<file path="src/prlc_regs.vh">
// Register offsets, field positions, reset values and timing counts for the ratio controller
`ifndef PRLC_REGS_VH
`define PRLC_REGS_VH
// Stored ratio bank: four 32-bit entries, four byte addresses each
`define PRLC_RATIO_BASE 8'h06
`define PRLC_RATIO_LAST 8'h15
// Configuration byte address (serial control port)
`define PRLC_CFG_ADDR 8'h03
`define PRLC_CFG2_ADDR 8'h04
`define PRLC_STAT_ADDR 8'h02
// Configuration fields in CFG_ADDR
`define PRLC_STATIC_PTR_LSB 6
`define PRLC_SCALER_LSB 3
`define PRLC_GAP_TOL_BIT 2
`define PRLC_OUT_UNL_BIT 1
// Configuration fields in CFG2_ADDR
`define PRLC_DYN_PTR_LSB 6
`define PRLC_FRAC_SRC_BIT 5
`define PRLC_FORMAT_BIT 4
`define PRLC_MIN_BW_LSB 0
// Reset values
`define PRLC_CFG_RESET 8'h00
`define PRLC_CFG2_RESET 8'h00
// Width in bits of the removal timeout counter (internal timing clock cycles)
`define PRLC_TIMEOUT_BITS 23
// Lock acquisition time in cycles
`define PRLC_ACQ_CYCLES 16'h0400
// Gap tolerance time in cycles
`define PRLC_GAP_CYCLES 23'h04E200
`endif

</file>
<file path="src/prlc_loss_det.v">
// Reference input loss detector: edge check, period watch and removal timeout
`timescale 1ns/1ps
module prlc_loss_det #(
  parameter [22:0] TIMEOUT_MAX = 23'h7FFFFF
) (
  // Clock and reset
  input wire sys_clk,
  input wire rst_b,
  // Synchronised reference input
  input wire ref_sync,
  // Status
  output reg ref_edge_q,
  output reg ref_present_q,
  output reg glitch_q,
  output reg timeout_q,
  output reg [22:0] gap_cnt_q
);
  reg ref_prev_q;
  reg [22:0] period_q;
  reg [22:0] run_q;
  wire edge_w = ref_sync & ~ref_prev_q;
  wire [22:0] slack_w = {3'h0, period_q[22:3]};
  // Late edge ends a gap; relearn the period before judging glitches
  wire late_w = ({1'b0, gap_cnt_q} > ({1'b0, period_q} + {1'b0, slack_w}));
  always @(posedge sys_clk or negedge rst_b) begin
    if (!rst_b) begin
      ref_prev_q <= 1'b0;
      ref_edge_q <= 1'b0;
      ref_present_q <= 1'b0;
      glitch_q <= 1'b0;
      timeout_q <= 1'b0;
      gap_cnt_q <= 23'h000000;
      period_q <= 23'h000000;
      run_q <= 23'h000000;
    end else begin
      ref_prev_q <= ref_sync;
      ref_edge_q <= edge_w;
      glitch_q <= 1'b0;
      if (edge_w) begin
        gap_cnt_q <= 23'h000000;
        timeout_q <= 1'b0;
        ref_present_q <= 1'b1;
        period_q <= gap_cnt_q;
        run_q <= late_w ? 23'h000000 : run_q + 23'h000001;
        if (ref_present_q && run_q > 23'h000002 &&
            (gap_cnt_q + slack_w) < period_q)
          glitch_q <= 1'b1;
      end else if (gap_cnt_q == TIMEOUT_MAX) begin
        timeout_q <= 1'b1;
        ref_present_q <= 1'b0;
        run_q <= 23'h000000;
      end else begin
        gap_cnt_q <= gap_cnt_q + 23'h000001;
      end
    end
  end
endmodule // prlc_loss_det

</file>
<file path="src/prlc_ctrl.v">
// Ratio selection and reference loss control for the clock synthesizer
// Summary of operation
// - Output continues for 2^23 timing clocks after the reference stops.
// - Glitch or period change during removal skips timeout, unlocks at once.
// - Clean timeout expiry unlocks; unlock setting then governs output pin.
// - Reference return after timeout: unlocked for acquisition time, then locked.
// - Gap tolerance off, short gap: unlocked only while reacquiring.
// - Gap tolerance on: output continuous, no unlock during short gap.
// - Three-bit field sets minimum loop bandwidth from 1 Hz to 128 Hz.
// - Wide bandwidth while acquiring, minimum bandwidth once locked.
// - Four stored 32-bit unsigned fixed-point ratio entries.
// - Static mode uses entry chosen by static pointer.
// - 12.20 format: 12-bit integer, 20-bit fraction.
// - Internal dividers compensated; stored ratio is output over input.
// - Hybrid mode uses entry chosen by dynamic pointer, same four entries.
// - 20.12 format: 20-bit integer, 12-bit fraction.
// - 20.12 only when format bit clear and dynamic source chosen.
// - Auto source with reference absent forces 12.20 format.
// - Modifier scales addressed ratio internally; stored entries unchanged.
// - Scaler codes 1,2,4,8,1/2,1/4,1/8,1/16; default code zero.
// - Modifier always applied to effective ratio, even factor one.
// - Auto source when pointers differ; manual source bit ignored then.
// - Output held low while unlocked unless output-while-unlocked set.
`timescale 1ns/1ps
`include "prlc_regs.vh"
module prlc_ctrl #(
  parameter [22:0] TIMEOUT_MAX = 23'h7FFFFF,
  parameter [15:0] ACQ_CYCLES = `PRLC_ACQ_CYCLES,
  parameter [22:0] GAP_CYCLES = `PRLC_GAP_CYCLES
) (
  // Clock and reset
  input wire sys_clk,
  input wire rst_b,
  // Register port
  input wire reg_wr,
  input wire [7:0] reg_addr,
  input wire [7:0] reg_wdata,
  output reg [7:0] reg_rdata_q,
  // Frequency reference input and synthesizer clock
  input wire ref_in,
  input wire synth_clk,
  // Synthesizer controls
  output reg clk_out_q,
  output reg locked_q,
  output reg dynamic_mode_q,
  output reg format_hi_mult_q,
  output reg [31:0] effective_ratio_q,
  output reg [2:0] loop_bw_q,
  output reg wide_bw_q
);
  localparam ST_LOCKED = 2'h0;
  localparam ST_HOLD = 2'h1;
  localparam ST_UNLOCKED = 2'h2;
  localparam ST_ACQUIRE = 2'h3;
  localparam [2:0] WIDE_BW_CODE = 3'h7;

  reg [31:0] stored_ratio_entries [0:3];
  reg [7:0] cfg_q;
  reg [7:0] cfg2_q;
  reg [1:0] state_q;
  reg [15:0] acq_cnt_q;
  reg skip_mode_q;
  reg [22:0] gap_len_q;
  reg ref_s1_q, ref_s2_q, syn_s1_q, syn_s2_q;
  wire ref_edge, ref_present, glitch, timeout;
  wire [22:0] gap_cnt;
  integer i;

  wire [1:0] static_ptr = cfg_q[`PRLC_STATIC_PTR_LSB+1:`PRLC_STATIC_PTR_LSB];
  wire [2:0] ratio_scaler_select = cfg_q[`PRLC_SCALER_LSB+2:`PRLC_SCALER_LSB];
  wire gap_tolerance_enable = cfg_q[`PRLC_GAP_TOL_BIT];
  wire output_while_unlocked = cfg_q[`PRLC_OUT_UNL_BIT];
  wire [1:0] dynamic_ratio_pointer = cfg2_q[`PRLC_DYN_PTR_LSB+1:`PRLC_DYN_PTR_LSB];
  wire fraction_source_select = cfg2_q[`PRLC_FRAC_SRC_BIT];
  wire ratio_format_select = cfg2_q[`PRLC_FORMAT_BIT];
  wire [2:0] min_loop_bandwidth_sel = cfg2_q[`PRLC_MIN_BW_LSB+2:`PRLC_MIN_BW_LSB];

  // Byte lane of a ratio address; entries stored big-endian
  function [4:0] ratio_slot;
    input [7:0] a;
    reg [7:0] off;
    begin
      off = a - `PRLC_RATIO_BASE;
      ratio_slot = off[4:0];
    end
  endfunction

  // Scale a ratio by the modifier code, shift only
  // Eight scaler codes
  function [31:0] apply_scaler;
    input [31:0] r;
    input [2:0] code;
    begin
      case (code)
        3'h0: apply_scaler = r;
        3'h1: apply_scaler = {r[30:0], 1'h0};
        3'h2: apply_scaler = {r[29:0], 2'h0};
        3'h3: apply_scaler = {r[28:0], 3'h0};
        3'h4: apply_scaler = {1'h0, r[31:1]};
        3'h5: apply_scaler = {2'h0, r[31:2]};
        3'h6: apply_scaler = {3'h0, r[31:3]};
        default: apply_scaler = {4'h0, r[31:4]};
      endcase
    end
  endfunction

  wire in_ratio = (reg_addr >= `PRLC_RATIO_BASE) && (reg_addr <= `PRLC_RATIO_LAST);
  wire [4:0] slot = ratio_slot(reg_addr);
  wire [1:0] wr_idx = slot[3:2];
  wire [1:0] wr_lane = slot[1:0];

  // Source selection
  // Pointers differ: auto
  wire auto_src = (dynamic_ratio_pointer != static_ptr);
  wire use_dynamic = auto_src ? ref_present : fraction_source_select;
  wire [1:0] sel_ptr = use_dynamic ? dynamic_ratio_pointer : static_ptr;
  wire [31:0] user_ratio = stored_ratio_entries[sel_ptr];
  wire hi_mult = ~ratio_format_select & use_dynamic;
  wire [31:0] effective_ratio = apply_scaler(user_ratio, ratio_scaler_select);

  // Reference and synthesizer clock synchronisers
  always @(posedge sys_clk or negedge rst_b) begin
    if (!rst_b) begin
      ref_s1_q <= 1'b0;
      ref_s2_q <= 1'b0;
      syn_s1_q <= 1'b0;
      syn_s2_q <= 1'b0;
    end else begin
      ref_s1_q <= ref_in;
      ref_s2_q <= ref_s1_q;
      syn_s1_q <= synth_clk;
      syn_s2_q <= syn_s1_q;
    end
  end

  prlc_loss_det #(
    .TIMEOUT_MAX(TIMEOUT_MAX)
  ) u_loss (
    .sys_clk(sys_clk),
    .rst_b(rst_b),
    .ref_sync(ref_s2_q),
    .ref_edge_q(ref_edge),
    .ref_present_q(ref_present),
    .glitch_q(glitch),
    .timeout_q(timeout),
    .gap_cnt_q(gap_cnt)
  );

  // Register file; stored entries written only by software
  always @(posedge sys_clk or negedge rst_b) begin
    if (!rst_b) begin
      cfg_q <= `PRLC_CFG_RESET;
      cfg2_q <= `PRLC_CFG2_RESET;
      for (i = 0; i < 4; i = i + 1)
        stored_ratio_entries[i] <= 32'h00000000;
    end else if (reg_wr) begin
      if (reg_addr == `PRLC_CFG_ADDR)
        cfg_q <= reg_wdata;
      else if (reg_addr == `PRLC_CFG2_ADDR)
        cfg2_q <= reg_wdata;
      else if (in_ratio) begin
        case (wr_lane)
          2'h0: stored_ratio_entries[wr_idx][31:24] <= reg_wdata;
          2'h1: stored_ratio_entries[wr_idx][23:16] <= reg_wdata;
          2'h2: stored_ratio_entries[wr_idx][15:8] <= reg_wdata;
          default: stored_ratio_entries[wr_idx][7:0] <= reg_wdata;
        endcase
      end
    end
  end

  // Read data, registered
  always @(posedge sys_clk or negedge rst_b) begin
    if (!rst_b) begin
      reg_rdata_q <= 8'h00;
    end else if (reg_addr == `PRLC_CFG_ADDR) begin
      reg_rdata_q <= cfg_q;
    end else if (reg_addr == `PRLC_CFG2_ADDR) begin
      reg_rdata_q <= cfg2_q;
    end else if (reg_addr == `PRLC_STAT_ADDR) begin
      reg_rdata_q <= {4'h0, ref_present, skip_mode_q, state_q};
    end else if (in_ratio) begin
      case (wr_lane)
        2'h0: reg_rdata_q <= stored_ratio_entries[wr_idx][31:24];
        2'h1: reg_rdata_q <= stored_ratio_entries[wr_idx][23:16];
        2'h2: reg_rdata_q <= stored_ratio_entries[wr_idx][15:8];
        default: reg_rdata_q <= stored_ratio_entries[wr_idx][7:0];
      endcase
    end else begin
      reg_rdata_q <= 8'h00;
    end
  end

  // Lock state machine
  always @(posedge sys_clk or negedge rst_b) begin
    if (!rst_b) begin
      state_q <= ST_ACQUIRE;
      acq_cnt_q <= 16'h0000;
      skip_mode_q <= 1'b0;
      gap_len_q <= 23'h000000;
    end else begin
      // Gap length survives the edge that clears the counter
      gap_len_q <= gap_cnt;
      case (state_q)
        ST_LOCKED: begin
          skip_mode_q <= 1'b0;
          if (glitch) begin
            state_q <= ST_UNLOCKED;
          end else if (!ref_edge && gap_cnt > 23'h000100 && ref_present) begin
            state_q <= ST_HOLD;
          end
        end
        ST_HOLD: begin
          if (glitch) begin
            state_q <= ST_UNLOCKED;
          end else if (timeout) begin
            state_q <= ST_UNLOCKED;
          end else if (ref_edge) begin
            acq_cnt_q <= 16'h0000;
            if (gap_tolerance_enable && gap_len_q <= GAP_CYCLES) begin
              skip_mode_q <= 1'b1;
              state_q <= ST_LOCKED;
            end else begin
              state_q <= ST_ACQUIRE;
            end
          end
        end
        ST_UNLOCKED: begin
          acq_cnt_q <= 16'h0000;
          if (ref_edge)
            state_q <= ST_ACQUIRE;
        end
        ST_ACQUIRE: begin
          if (glitch || timeout) begin
            state_q <= ST_UNLOCKED;
          end else if (acq_cnt_q == ACQ_CYCLES) begin
            state_q <= ST_LOCKED;
          end else begin
            acq_cnt_q <= acq_cnt_q + 16'h0001;
          end
        end
        default: state_q <= ST_UNLOCKED;
      endcase
    end
  end

  wire unlocked = (state_q == ST_UNLOCKED) || (state_q == ST_ACQUIRE);

  // Outputs to synthesizer
  always @(posedge sys_clk or negedge rst_b) begin
    if (!rst_b) begin
      clk_out_q <= 1'b0;
      locked_q <= 1'b0;
      dynamic_mode_q <= 1'b0;
      format_hi_mult_q <= 1'b0;
      effective_ratio_q <= 32'h00000000;
      loop_bw_q <= WIDE_BW_CODE;
      wide_bw_q <= 1'b1;
    end else begin
      clk_out_q <= syn_s2_q & (~unlocked | output_while_unlocked);
      locked_q <= ~unlocked;
      dynamic_mode_q <= use_dynamic;
      format_hi_mult_q <= hi_mult;
      effective_ratio_q <= effective_ratio;
      wide_bw_q <= unlocked;
      loop_bw_q <= unlocked ? WIDE_BW_CODE : min_loop_bandwidth_sel;
    end
  end
endmodule // prlc_ctrl

</file>
<file path="config.mk">
export PLATFORM = sky130hd
export DESIGN_NAME = prlc_ctrl
export DESIGN_NICKNAME = d
export VERILOG_FILES = /design/src/prlc_loss_det.v /design/src/prlc_ctrl.v
export VERILOG_INCLUDE_DIRS = /design/src
export SDC_FILE = /design/constraint.sdc
export NUM_CORES = 1
export LEC_CHECK = 0
export ABC_AREA = 1
export BUFFER_PORTS_ARGS = -buffer_cell sky130_fd_sc_hd__buf_2
export CORE_MARGIN = 4
export CORE_UTILIZATION = 40
export CTS_BUF_LIST = sky130_fd_sc_hd__clkbuf_8
export DETAILED_ROUTE_END_ITERATION = 6
export SLEW_MARGIN = 20
export SYNTH_ARGS = -nofsm -noshare
export SYNTH_HDL_FRONTEND = slang
export SYNTH_SLANG_ARGS = --single-unit
</file>
<file path="constraint.sdc">
create_clock -name sys_clk -period 4.4 [get_ports sys_clk]
set_input_delay 0.88 -clock sys_clk [delete_from_list [all_inputs] [get_ports sys_clk]]
set_output_delay 0.88 -clock sys_clk [all_outputs]
set_load 0.1 [all_outputs]
</file>
# Word level (Yosys, flattened, before mapping)
# Cells that the tools add are included.
totals:
  register_bits: 312
  in_bits: 21
classes:
  n_addsub: 6
  magnitude_cmp: 10
  n_mux: 60
  eq_ne: 28
  bitwise_logic: 11
  n_reduce_logical: 22
ops:
  columns: ["op", "count"]
  rows:
  - ["$bwmux 128", 4]
  - ["$pmux 128 s3", 1]
  - ["$demux 32 s2", 4]
  - ["$pmux 32 s7", 1]
  - ["$mux 32", 5]
  - ["$bmux 32 s2", 2]
  - ["$mux 23", 5]
  - ["$mux 16", 6]
  - ["$pmux 16 s3", 1]
  - ["$add 23x1->23 const B", 2]
  - ["$mux 8", 5]
  - ["$add 23x20->24", 1]
  - ["$gt 23x24->1", 1]
  - ["$mux 24", 1]
  - ["$pmux 8 s3", 1]
  - ["$add 23x20->23", 1]
  - ["$eq 23x23->1 const B", 1]
  - ["$gt 23x2->1 const B", 1]
  - ["$gt 23x9->1 const B", 1]
  - ["$le 23x19->1 const B", 1]
  - ["$lt 23x23->1", 1]
  - ["$mux 2", 10]
  - ["$add 16x1->16 const B", 1]
  - ["$eq 16x11->1 const B", 1]
  - ["other kinds (38)", 79]

# Longest topological paths before layout
# Gate-level depths: netlist of the first run.
logic_depth:
  depth_word: 10
  depth_mapped: 26
  mapped_depth_nobuf: 25

# Cells and area by module
# Synthesis of the first run repeated with hierarchy kept, for this count alone.
hier_totals:
  hier_cells: 2976
  hier_area_um2: 20952.6
modules_own_cells:
  columns: ["module", "seq_area_each_um2", "n_inst", "cells_per_inst", "area_each_um2"]
  rows:
  - ["prlc_ctrl", 5963.2, 1, 2017, 14026.0]
  - ["prlc_loss_det", 1851.8, 1, 959, 6926.6]

# Least setup slack after synthesis of the first run
# OpenSTA, ideal clock, no wires.
synth_path:
  path_type: "flip-flop to flip-flop"
  startpoint: "register u_loss.period_q[3]"
  endpoint: "register u_loss.run_q[7]"
  setup_time_ps: 117
  stages_incl_launch_ff: 27
  path_buffers: 1
  slack_ps: 1011
  synth_period_minus_slack_ps: 3389
  arrival_ps: 3273
  required_ps: 4283
  path_cell_list: "dfrtp_1 ha_1 inv_1 fa_1 o21ai_1 a21boi_0 o21ai_1 a21oi_1 o21ai_1 xnor2_1 ha_1 nand2_1 nor2_1 nand2_1 nor2_1 nand2_1 nand3_1 nand2_1 nand2_1 nand2_1 nand2_1 nand2_1 nand2_1 nand2_1 buf_2 nand2_1 nand2_1"
synth_via:
  elab_chain_cells: 4
synth_rtl:
  columns: ["element", "line_no", "source"]
  rows:
  - ["from (decl)", "prlc_loss_det.v:19", "reg [22:0] period_q;"]
  - ["from (signal assigned)", "prlc_loss_det.v:43", "period_q <= gap_cnt_q;"]
  - ["$add 23x20->24", "prlc_loss_det.v:24", "wire late_w = ({1'b0, gap_cnt_q} > ({1'b0, period_q} + {1'b0, slack_w}));"]
  - ["$gt 23x24->1", "prlc_loss_det.v:24", null]
  - ["$mux 23", "prlc_loss_det.v:44", "run_q <= late_w ? 23'h000000 : run_q + 23'h000001;"]
  - ["$mux 23", "prlc_loss_det.v:39", "if (edge_w) begin"]
  - ["to (signal assigned)", "prlc_loss_det.v:44", null]
  - ["to (decl)", "prlc_loss_det.v:20", "reg [22:0] run_q;"]
# Every way passes these cells.
# A chain may end at the register's enable or synchronous reset.

# Final worst setup path of the first run
layout_path:
  startpoint: "register u_loss.period_q[3]"
  endpoint: "register u_loss.run_q[16]"
# The elaborated chain is that of the path after synthesis.

==> results.ini, run 1 <==
[status]
status=complete, no violations

[worst_setup_path]
worst-setup-path-type=reg2reg
endpoint_kind=flop
crit_family=simple AND/OR/NAND/NOR gates
required_ns=4.94
crit_cells=26
start_kind=flop
critPathMaxStageDelay_ns=0.42
cp_common_cell=nand2_1
rr_endpoint=u_loss.run_q[16]$_DFFE_PN0P_
cp.arrival_ns=4.47
reg2regPathDepth=26
crit_buf_inv=2
cp_slowest_cell=dfrtp_1
worstPathMaxFanout=23
ff2ff_setup_slack_ns=0.47
r2r-start=u_loss.period_q[3]$_DFFE_PN0P_
worstSetupStartpoint=u_loss.period_q[3]$_DFFE_PN0P_

[sta]
setup_tns_ns=0
fmax_mhz=254
finalCritPeriodShare_pct=89.4
setup_violations=0
worst_pin_slew_ns=0.987
maxSlewViolCount=0
hold_ws_ns=0.207
rsz0062_at_grt=no
final.setup_skew_ns=0.0594
finalHoldViolCount=0
finalCriticalPeriod_ns=3.93
max_slew_margin_pct=34.1

[synth]
yosys_most_used_dff=dfrtp_1
yosys_warnings=0
syn_inst=2574
synthDistinctLibCells=57
yosys.area.top_type=dfrtp_1
synth_area_leaders=dfrtp_1 39%, nand2_1 9.7%, a21oi_1 5.9%
mappedNetlistArea_sq_mm=0.0196
syn_avg_cell_area_sq_um=7.63
synth_edf_count=0
synth-seq-area-share_pct=39.8
yosys.area.top_type_share_pct=39.0
synthesis.nets=2689
synthArstFlopShare_pct=100
synth_seq_cells=312

[grt]
grt_pass1_wl_microns=102000
grt_usage_pct=23.8
grt_max_degree=80
grt_pass1_vias=18152
overflow=0
grt_antenna_before_repair=2

[floorplan]
die_w_microns=230
fp.coreArea_sq_mm=0.0481
dieArea_sq_mm=0.0527
fp-row-count=80
ios=69
die_h_microns=230
start_util_pct=40.8

[power_and_ir_drop]
leakage_nw=10.5
powerDensity_mw_per_mm2=402
vdd_ir_drop_max_mv=0.325

[cts]
cts_resized=0
cts_root_buffer=clkbuf_8
cts_made_buffers=57
clock_path_buffers=3
postCtsSetupRepairBufs=0
clock_latency_ns=0.70
cts-htree-levels=2
clk_pin_slew_ns=0.06
cts_tree=done
cts_hold_buffers=0
cts.sinks=312

[drt]
vias=19034
drc=0
postRouteAntennaNets=0
viasPerCell=5.69
avgRoutedWirePerCell_microns=19.3
drt_pass1_iterations=5
drt-initial-drc-count=2342
drt-total-wl_microns=64500

[flow_run]
cap_violations=0

[finish]
layout-drive-gt1-share_pct=10.3
syn2layout_area_growth_pct=11.5
n_antenna_cell=0
final_net_count=2757

[place]
globalplace.congestion=0.950
io_buffer_count=68
dp_hpwl_microns=45500

[worst_hold_path]
holdCritPathClass=in2async

final cells by class:
type | instances | area [sq um]
clock inverters | 36 | 239
repair buffers | 116 | 768
multi-input cells | 1874 | 10300
flip-flops and latches | 312 | 7820
well taps | 656 | 821
inverters | 281 | 1060
fillers | 4848 | 26200
clock buffers | 69 | 950
how the worst max path moves through the flow:
stage and end:
6_report u_loss.run_q[16]$_DFFE_PN0P_, 5_1_grt u_loss.run_q[16]$_DFFE_PN0P_, 4_1_cts u_loss.run_q[16]$_DFFE_PN0P_, 3_5_place_dp u_loss.run_q[16]$_DFFE_PN0P_
3_3_place_gp u_loss.run_q[4]$_DFFE_PN0P_, 2_1_floorplan u_loss.run_q[7]$_DFFE_PN0P_
per-layer routing:
metal	share of wire, %	track usage, %	routed length [microns]	vias to the layer above
li1	-	-	-	8886
met1	43	33.0	27900	9063
met2	44	36.6	28200	899
met3	9.4	5.32	6040	182
met4	3.6	8.88	2320	4
met5	0.033	0	21	-
placed cells by master, fill, tap and decap left out, drive strengths merged, types with 42 or more instances in the layout:
master	netlist	routed
o21ai	213	213
dfrtp	306	306
o22ai	99	99
buf	56	116
xor2	42	42
clkbuf	51	69
nor2	268	268
ha	92	92
nand2	526	526
inv	278	303
a21oi	234	234
nor3	47	47
nand3	119	119
report_power, final:
group	switching (mW)	internal (mW)
sequential	0.180	3.16
combinational	1.98	0.583
clock	1.31	1.60
total	3.47	5.34
kinds of logic after synthesis:
group           Yosys count  share of synthesized area (%)
compound gates          680                           19.9
xor+xnor                 59                           2.63
fa+ha+maj                94                           6.07
buf+inv                 388                           8.07
flops                   312                           39.8
mux                       3                          0.344
simple gates           1038                           23.2
synthesized netlist by cell type, drive strengths merged, types with 10 or more instances:
| library cell | n |
|---|---|
| xnor2 | 17 |
| a22oi | 39 |
| nand3 | 119 |
| a21oi | 234 |
| o21bai | 11 |
| inv | 278 |
| o22ai | 99 |
| o21ai | 213 |
| ha | 92 |
| nor2 | 268 |
| o221ai | 10 |
| dfrtp | 306 |
| a31oi | 11 |
| xor2 | 42 |
| clkbuf | 51 |
| buf | 56 |
| o211ai | 13 |
| nor4 | 27 |
| nand4 | 36 |
| nand2 | 526 |
| or2 | 10 |
| nor3 | 47 |
metrics by stage:
stage / power (mW) / setup WS [ns] / cells / area (sq um) / util [%]
after CTS: 8.86 / 0.491 / 3343 / 21900 / 45.5
after detailed placement: 5.92 / 0.494 / 3238 / 20700 / 43.0
after floorplan: 5.19 / 1.01 / 2574 / 19600 / -
after global routing: 9.25 / 0.0708 / 3344 / 21900 / 45.5
after global placement: 5.89 / 0.593 / 3238 / 20700 / 43.0
final: 8.81 / 0.467 / 3344 / 21900 / 45.5
(Power assumes the default switching activity.)
==> run 2, diff against run 1 <==
--- a/config.mk
+++ b/config.mk
@@ -8,10 +8,13 @@
 export LEC_CHECK = 0
 export ABC_AREA = 1
 export BUFFER_PORTS_ARGS = -buffer_cell sky130_fd_sc_hd__buf_2
+export CELL_PAD_IN_SITES_DETAIL_PLACEMENT = 1
+export CELL_PAD_IN_SITES_GLOBAL_PLACEMENT = 2
 export CORE_MARGIN = 4
-export CORE_UTILIZATION = 40
+export CORE_UTILIZATION = 39
 export CTS_BUF_LIST = sky130_fd_sc_hd__clkbuf_8
 export DETAILED_ROUTE_END_ITERATION = 6
+export PLACE_DENSITY_LB_ADDON = 0.1
 export SLEW_MARGIN = 20
 export SYNTH_ARGS = -nofsm -noshare
 export SYNTH_HDL_FRONTEND = slang
==> results.ini, run 2 (synthesis results as in run 1) <==
[worst_setup_path]
crit_buf_inv=1
start_kind=flop
worst-setup-path-type=reg2reg
reg2regPathDepth=24
cp.arrival_ns=4.44
cp_slowest_cell=dfrtp_1
crit_cells=24
cp_common_cell=nand2_1
worstPathMaxFanout=23
path_cells=ha_1 > a21oi_1 > nand2_1 > a21boi_0 > o21bai_1 > a21boi_0 > xor2_1 > ha_1 > nand2_1 > nor2_1 > nand2_1 > nor2_1 > nand2_1 > nand3_1 > nand2_1 > nand2_1 > nand2_1 > nand2_1 > nand2_1 > nand2_1 > nand2_1 > buf_4 > nand2_1 > nand2_1
crit_family=simple AND/OR/NAND/NOR gates
critPathMaxStageDelay_ns=0.45
required_ns=4.94
endpoint_kind=flop

[place]
dp_hpwl_microns=52800
post-place-ws_ns=0.559
io_buffer_count=68
placed_area_sq_mm=0.0207
globalplace.congestion=0.881
placed_cells=3249

[drt]
avgRoutedWirePerCell_microns=21.6
postRouteAntennaNets=0
drc=0
viasPerCell=5.62
drt-initial-drc-count=1053
drt-total-wl_microns=72500
drt_pass1_iterations=4
vias=18862

[cts]
postCtsSetupRepairBufs=0
cts_resized=0
clk_pin_slew_ns=0.06
cts.sinks=312
cts_hold_buffers=0
cts_made_buffers=60
clock_path_buffers=3
cts-htree-levels=2
clock_latency_ns=0.68
cts_root_buffer=clkbuf_8
cts_tree=done

[power_and_ir_drop]
leakage_nw=10.5
powerDensity_mw_per_mm2=409
vdd_ir_drop_max_mv=0.233
power.total_mw=8.98

[sta]
finalCriticalPeriod_ns=3.90
fmax_mhz=256
setup_ws_ns=0.501
finalHoldViolCount=0
hold_ws_ns=0.243
max_slew_margin_pct=26.8
final.setup_skew_ns=0.0343
worst_pin_slew_ns=1.10
setup_violations=0
rsz0062_at_grt=no
setup_tns_ns=0
finalCritPeriodShare_pct=88.6
maxSlewViolCount=0

[finish]
layout-drive-gt1-share_pct=10.5
final_cells=3356
final_net_count=2762
syn2layout_area_growth_pct=11.9
final_common_cell=nand2_1
multi_input_area_sq_mm=0.0103
final_area_sq_mm=0.0220
post-route-util_pct=44.5
fillers=6139
final_cell_mix=505 x nand2_1, 306 x dfrtp_1, 288 x inv_1, 254 x nor2_1, 232 x a21oi_1
regArea_sq_mm=0.00782
n_antenna_cell=0

[flow_run]
cap_violations=0

[floorplan]
ios=69
die_h_microns=232
dieArea_sq_mm=0.0540
die_w_microns=232
fp-row-count=81
fp.coreArea_sq_mm=0.0494
start_util_pct=39.8

[grt]
grt_pass1_vias=19951
grt_antenna_before_repair=0
overflow=0
grt_pass1_wl_microns=115000
grt_usage_pct=26.9
grt_max_degree=95

[worst_hold_path]
holdCritPathClass=in2async

[status]
status=complete, no violations

## run 2: changes by cell type in the layout (fill, tap and decap cells not counted), sizes merged
| cell | previous run | this run |
|---|---|---|
| buf | 116 | 118 |
| clkbuf | 69 | 75 |
| clkinv | 11 | 8 |
| clkinvlp | 0 | 2 |
| inv | 303 | 300 |
## run 2: layer usage
metal | up-vias | track usage, % | wire length, microns
met5 | - | 0 | 0
met4 | 0 | 10.5 | 2970
met3 | 151 | 3.82 | 2600
met2 | 387 | 47.1 | 36100
met1 | 9412 | 33.6 | 30800
li1 | 8912 | - | -
## run 2: layout make-up
type	count	share of cell area, %
clock buffers	75	4.70
clock inverters	32	0.968
inverters	281	4.82
multi-input cells	1874	46.7
flip-flops and latches	312	35.6
well taps	664	3.78
repair buffers	118	3.53
## run 2: power breakdown
| part | switching [mW] | internal (mW) |
|---|---|---|
| registers | 0.206 | 3.16 |
| clock network | 1.34 | 1.69 |
| logic | 2.00 | 0.580 |
## run 2: final timing paths
check	start	endpoint	slack, ns
worst max-delay path	u_loss.period_q[5]$_DFFE_PN0P_	u_loss.run_q[21]$_DFFE_PN0P_	0.50
worst min-delay path	rst_b	effective_ratio_q[12]$_DFF_PN0_	0.24
worst max register to register	u_loss.period_q[5]$_DFFE_PN0P_	u_loss.run_q[21]$_DFFE_PN0P_	0.50
worst min register to register	syn_s1_q$_DFF_PN0_	syn_s2_q$_DFF_PN0_	0.35
max in group asynchronous	rst_b	loop_bw_q[1]$_DFF_PN1_	3.17
min in group sys_clk	synth_clk	syn_s1_q$_DFF_PN0_	0.31
==> run 3, diff against run 2 <==
--- a/config.mk
+++ b/config.mk
@@ -11,7 +11,7 @@
 export CELL_PAD_IN_SITES_DETAIL_PLACEMENT = 1
 export CELL_PAD_IN_SITES_GLOBAL_PLACEMENT = 2
 export CORE_MARGIN = 4
-export CORE_UTILIZATION = 39
+export CORE_UTILIZATION = 35
 export CTS_BUF_LIST = sky130_fd_sc_hd__clkbuf_8
 export DETAILED_ROUTE_END_ITERATION = 6
 export PLACE_DENSITY_LB_ADDON = 0.1
@@ -19,3 +19,4 @@
 export SYNTH_ARGS = -nofsm -noshare
 export SYNTH_HDL_FRONTEND = slang
 export SYNTH_SLANG_ARGS = --single-unit
+export TNS_END_PERCENT = 10
==> constraint.sdc (replaced) <==
create_clock -name sys_clk -period 3.4 [get_ports sys_clk]
set_input_delay 0.68 -clock sys_clk [delete_from_list [all_inputs] [get_ports sys_clk]]
set_output_delay 0.68 -clock sys_clk [all_outputs]
set_load 0.1 [all_outputs]
==> results.ini, run 3 (synthesis results as in run 1) <==
[finish]
final_common_cell=nand2_1
final_cell_mix=498 x nand2_1, 306 x dfrtp_1, 276 x inv_1, 249 x nor2_1, 226 x a21oi_1
syn2layout_area_growth_pct=18.4
layout-drive-gt1-share_pct=15.5
post-route-util_pct=42.1
final_net_count=2858

[worst_setup_path]
cp_slowest_cell=dfrtp_1
critPathMaxStageDelay_ns=0.41
cp.arrival_ns=3.98
path_cells=ha_1 > a21oi_1 > nand2_2 > a21boi_2 > o21bai_1 > a21boi_1 > buf_4 > xor2_1 > ha_1 > nand2_1 > nor2_4 > buf_4 > a21oi_1 > nand3_1 > nand2_1 > nand2_1 > nand2_1 > nand2_1 > nand2_1 > nand2_2 > nand2_4 > buf_12 > nand2_1 > nand2_1
start_kind=flop
endpoint_kind=flop
worst-setup-path-type=reg2reg
required_ns=3.98
cp_common_cell=nand2_1
worstPathMaxFanout=12

[floorplan]
ios=69
fp-row-count=86
dieArea_sq_mm=0.0600
start_util_pct=35.5
fp.coreArea_sq_mm=0.0553
die_w_microns=245
die_h_microns=245

[sta]
fmax_mhz=294
final.setup_skew_ns=0.0290
worst_pin_slew_ns=1.07
finalCriticalPeriod_ns=3.40
maxSlewViolCount=0
max_slew_margin_pct=28.7
setup_violations=0
finalCritPeriodShare_pct=99.9
finalHoldViolCount=0
setup_tns_ns=0
rsz0062_at_grt=yes

[power_and_ir_drop]
p_switching_mw=4.79
powerDensity_mw_per_mm2=542
pwr-share-comb_pct=30.3
leakage_nw=11.1
vdd_ir_drop_max_mv=0.457
seqPwrFrac_pct=34.3
internal-power_mw=7.83
clkPwrFrac_pct=35.4
swShare_pct=38.0

[place]
dp_hpwl_microns=55400
io_buffer_count=68
globalplace.congestion=0.920

[grt]
grt_pass1_wl_microns=118000
grt_usage_pct=24.8
grt_max_degree=71
overflow=0
grt_antenna_before_repair=1
grt_pass1_vias=19972

[drt]
dr.max_layer_used=met4
dr_wl_met3_microns=2630
drc=0
avgRoutedWirePerCell_microns=21.3
wl_met2_microns=37300
postRouteAntennaNets=0
drt-initial-drc-count=1035
drt_pass1_iterations=5
viasPerCell=5.39
vias=19086
wirelength_met1_microns=32500
drt-total-wl_microns=75300

[cts]
cts_made_buffers=60
clock_latency_ns=0.66
cts_tree=done
cts.sinks=312
cts_root_buffer=clkbuf_8
cts-htree-levels=2
clk_pin_slew_ns=0.06
clock_path_buffers=3

[status]
status=complete, no violations

[worst_hold_path]
holdCritPathClass=in2reg

[flow_run]
cap_violations=0

## run 3: what timing repair did
item                       4_1_cts  5_1_grt
pin swaps                       15        9
hold endpoints to repair        52        0
hold buffers                     1        0
gates resized for setup         35       18
setup buffers                    4        1
setup endpoints to repair       24       24
cloned                           1        0
## run 3: final timing paths
path / startpoint / endpoint / slack (ns) / depth (start not counted)
max: u_loss.period_q[5]$_DFFE_PN0P_ / u_loss.run_q[7]$_DFFE_PN0P_ / 0.004 / 24
min: ref_in / ref_s1_q$_DFF_PN0_ / 0.14 / 1
max reg2reg: u_loss.period_q[5]$_DFFE_PN0P_ / u_loss.run_q[7]$_DFFE_PN0P_ / 0.004 / 24
min reg2reg: ref_s1_q$_DFF_PN0_ / ref_s2_q$_DFF_PN0_ / 0.36 / 0
max in group asynchronous: rst_b / wide_bw_q$_DFF_PN1_ / 1.97 / 3
min in group asynchronous: rst_b / effective_ratio_q[19]$_DFF_PN0_ / 0.57 / 2
## run 3: power groups by stage
stage | clock [mW] | sequential, mW | combinational (mW)
after global placement | 0 | 4.38 | 3.56
after global routing | 4.81 | 4.37 | 4.11
after CTS | 4.60 | 4.32 | 3.86
after detailed placement | 0 | 4.39 | 3.61
final | 4.47 | 4.33 | 3.82
after floorplan | 0 | 5.23 | 1.48
## run 3: final cells by class
cell class	count	area, sq um
Fill cell	6855	32000
Multi-Input combinational cell	1874	10400
Sequential cell	312	7820
Timing Repair Buffer	214	1580
Inverter	281	1060
Clock buffer	76	1050
Tap cell	748	936
Clock inverter	35	394
Antenna cell	1	2.50
## run 3: worst max-delay path, delay by kind of cell (launching register included)
family	cells	cell delay, ns
AO/OA/AOI/OAI	5	0.78
XOR/XNOR	1	0.14
adder cells (fa/ha/maj)	2	0.60
buffers and inverters	3	0.43
flip-flops	1	0.41
AND/OR/NAND/NOR	13	0.94
## run 3: per-stage QoR
step	hold slack, ns	cells	total power, mW	cell area [sq um]	worst slack [ns]
2_1_floorplan	0.331	2574	6.71	19600	0.0105
3_3_place_gp	0.337	3422	7.93	21600	-0.154
3_5_place_dp	0.346	3422	8.00	21600	-0.240
4_1_cts	0.0724	3539	12.8	23200	-0.0232
5_1_grt	0.0846	3541	13.3	23300	-0.277
6_report	0.139	3541	12.6	23300	0.00361
## run 3: routing by layer
metal / track usage, % / vias up
met5: 0 / -
met4: 8.81 / 0
li1: - / 9090
met3: 3.19 / 127
met1: 31.5 / 9506
met2: 43.5 / 363
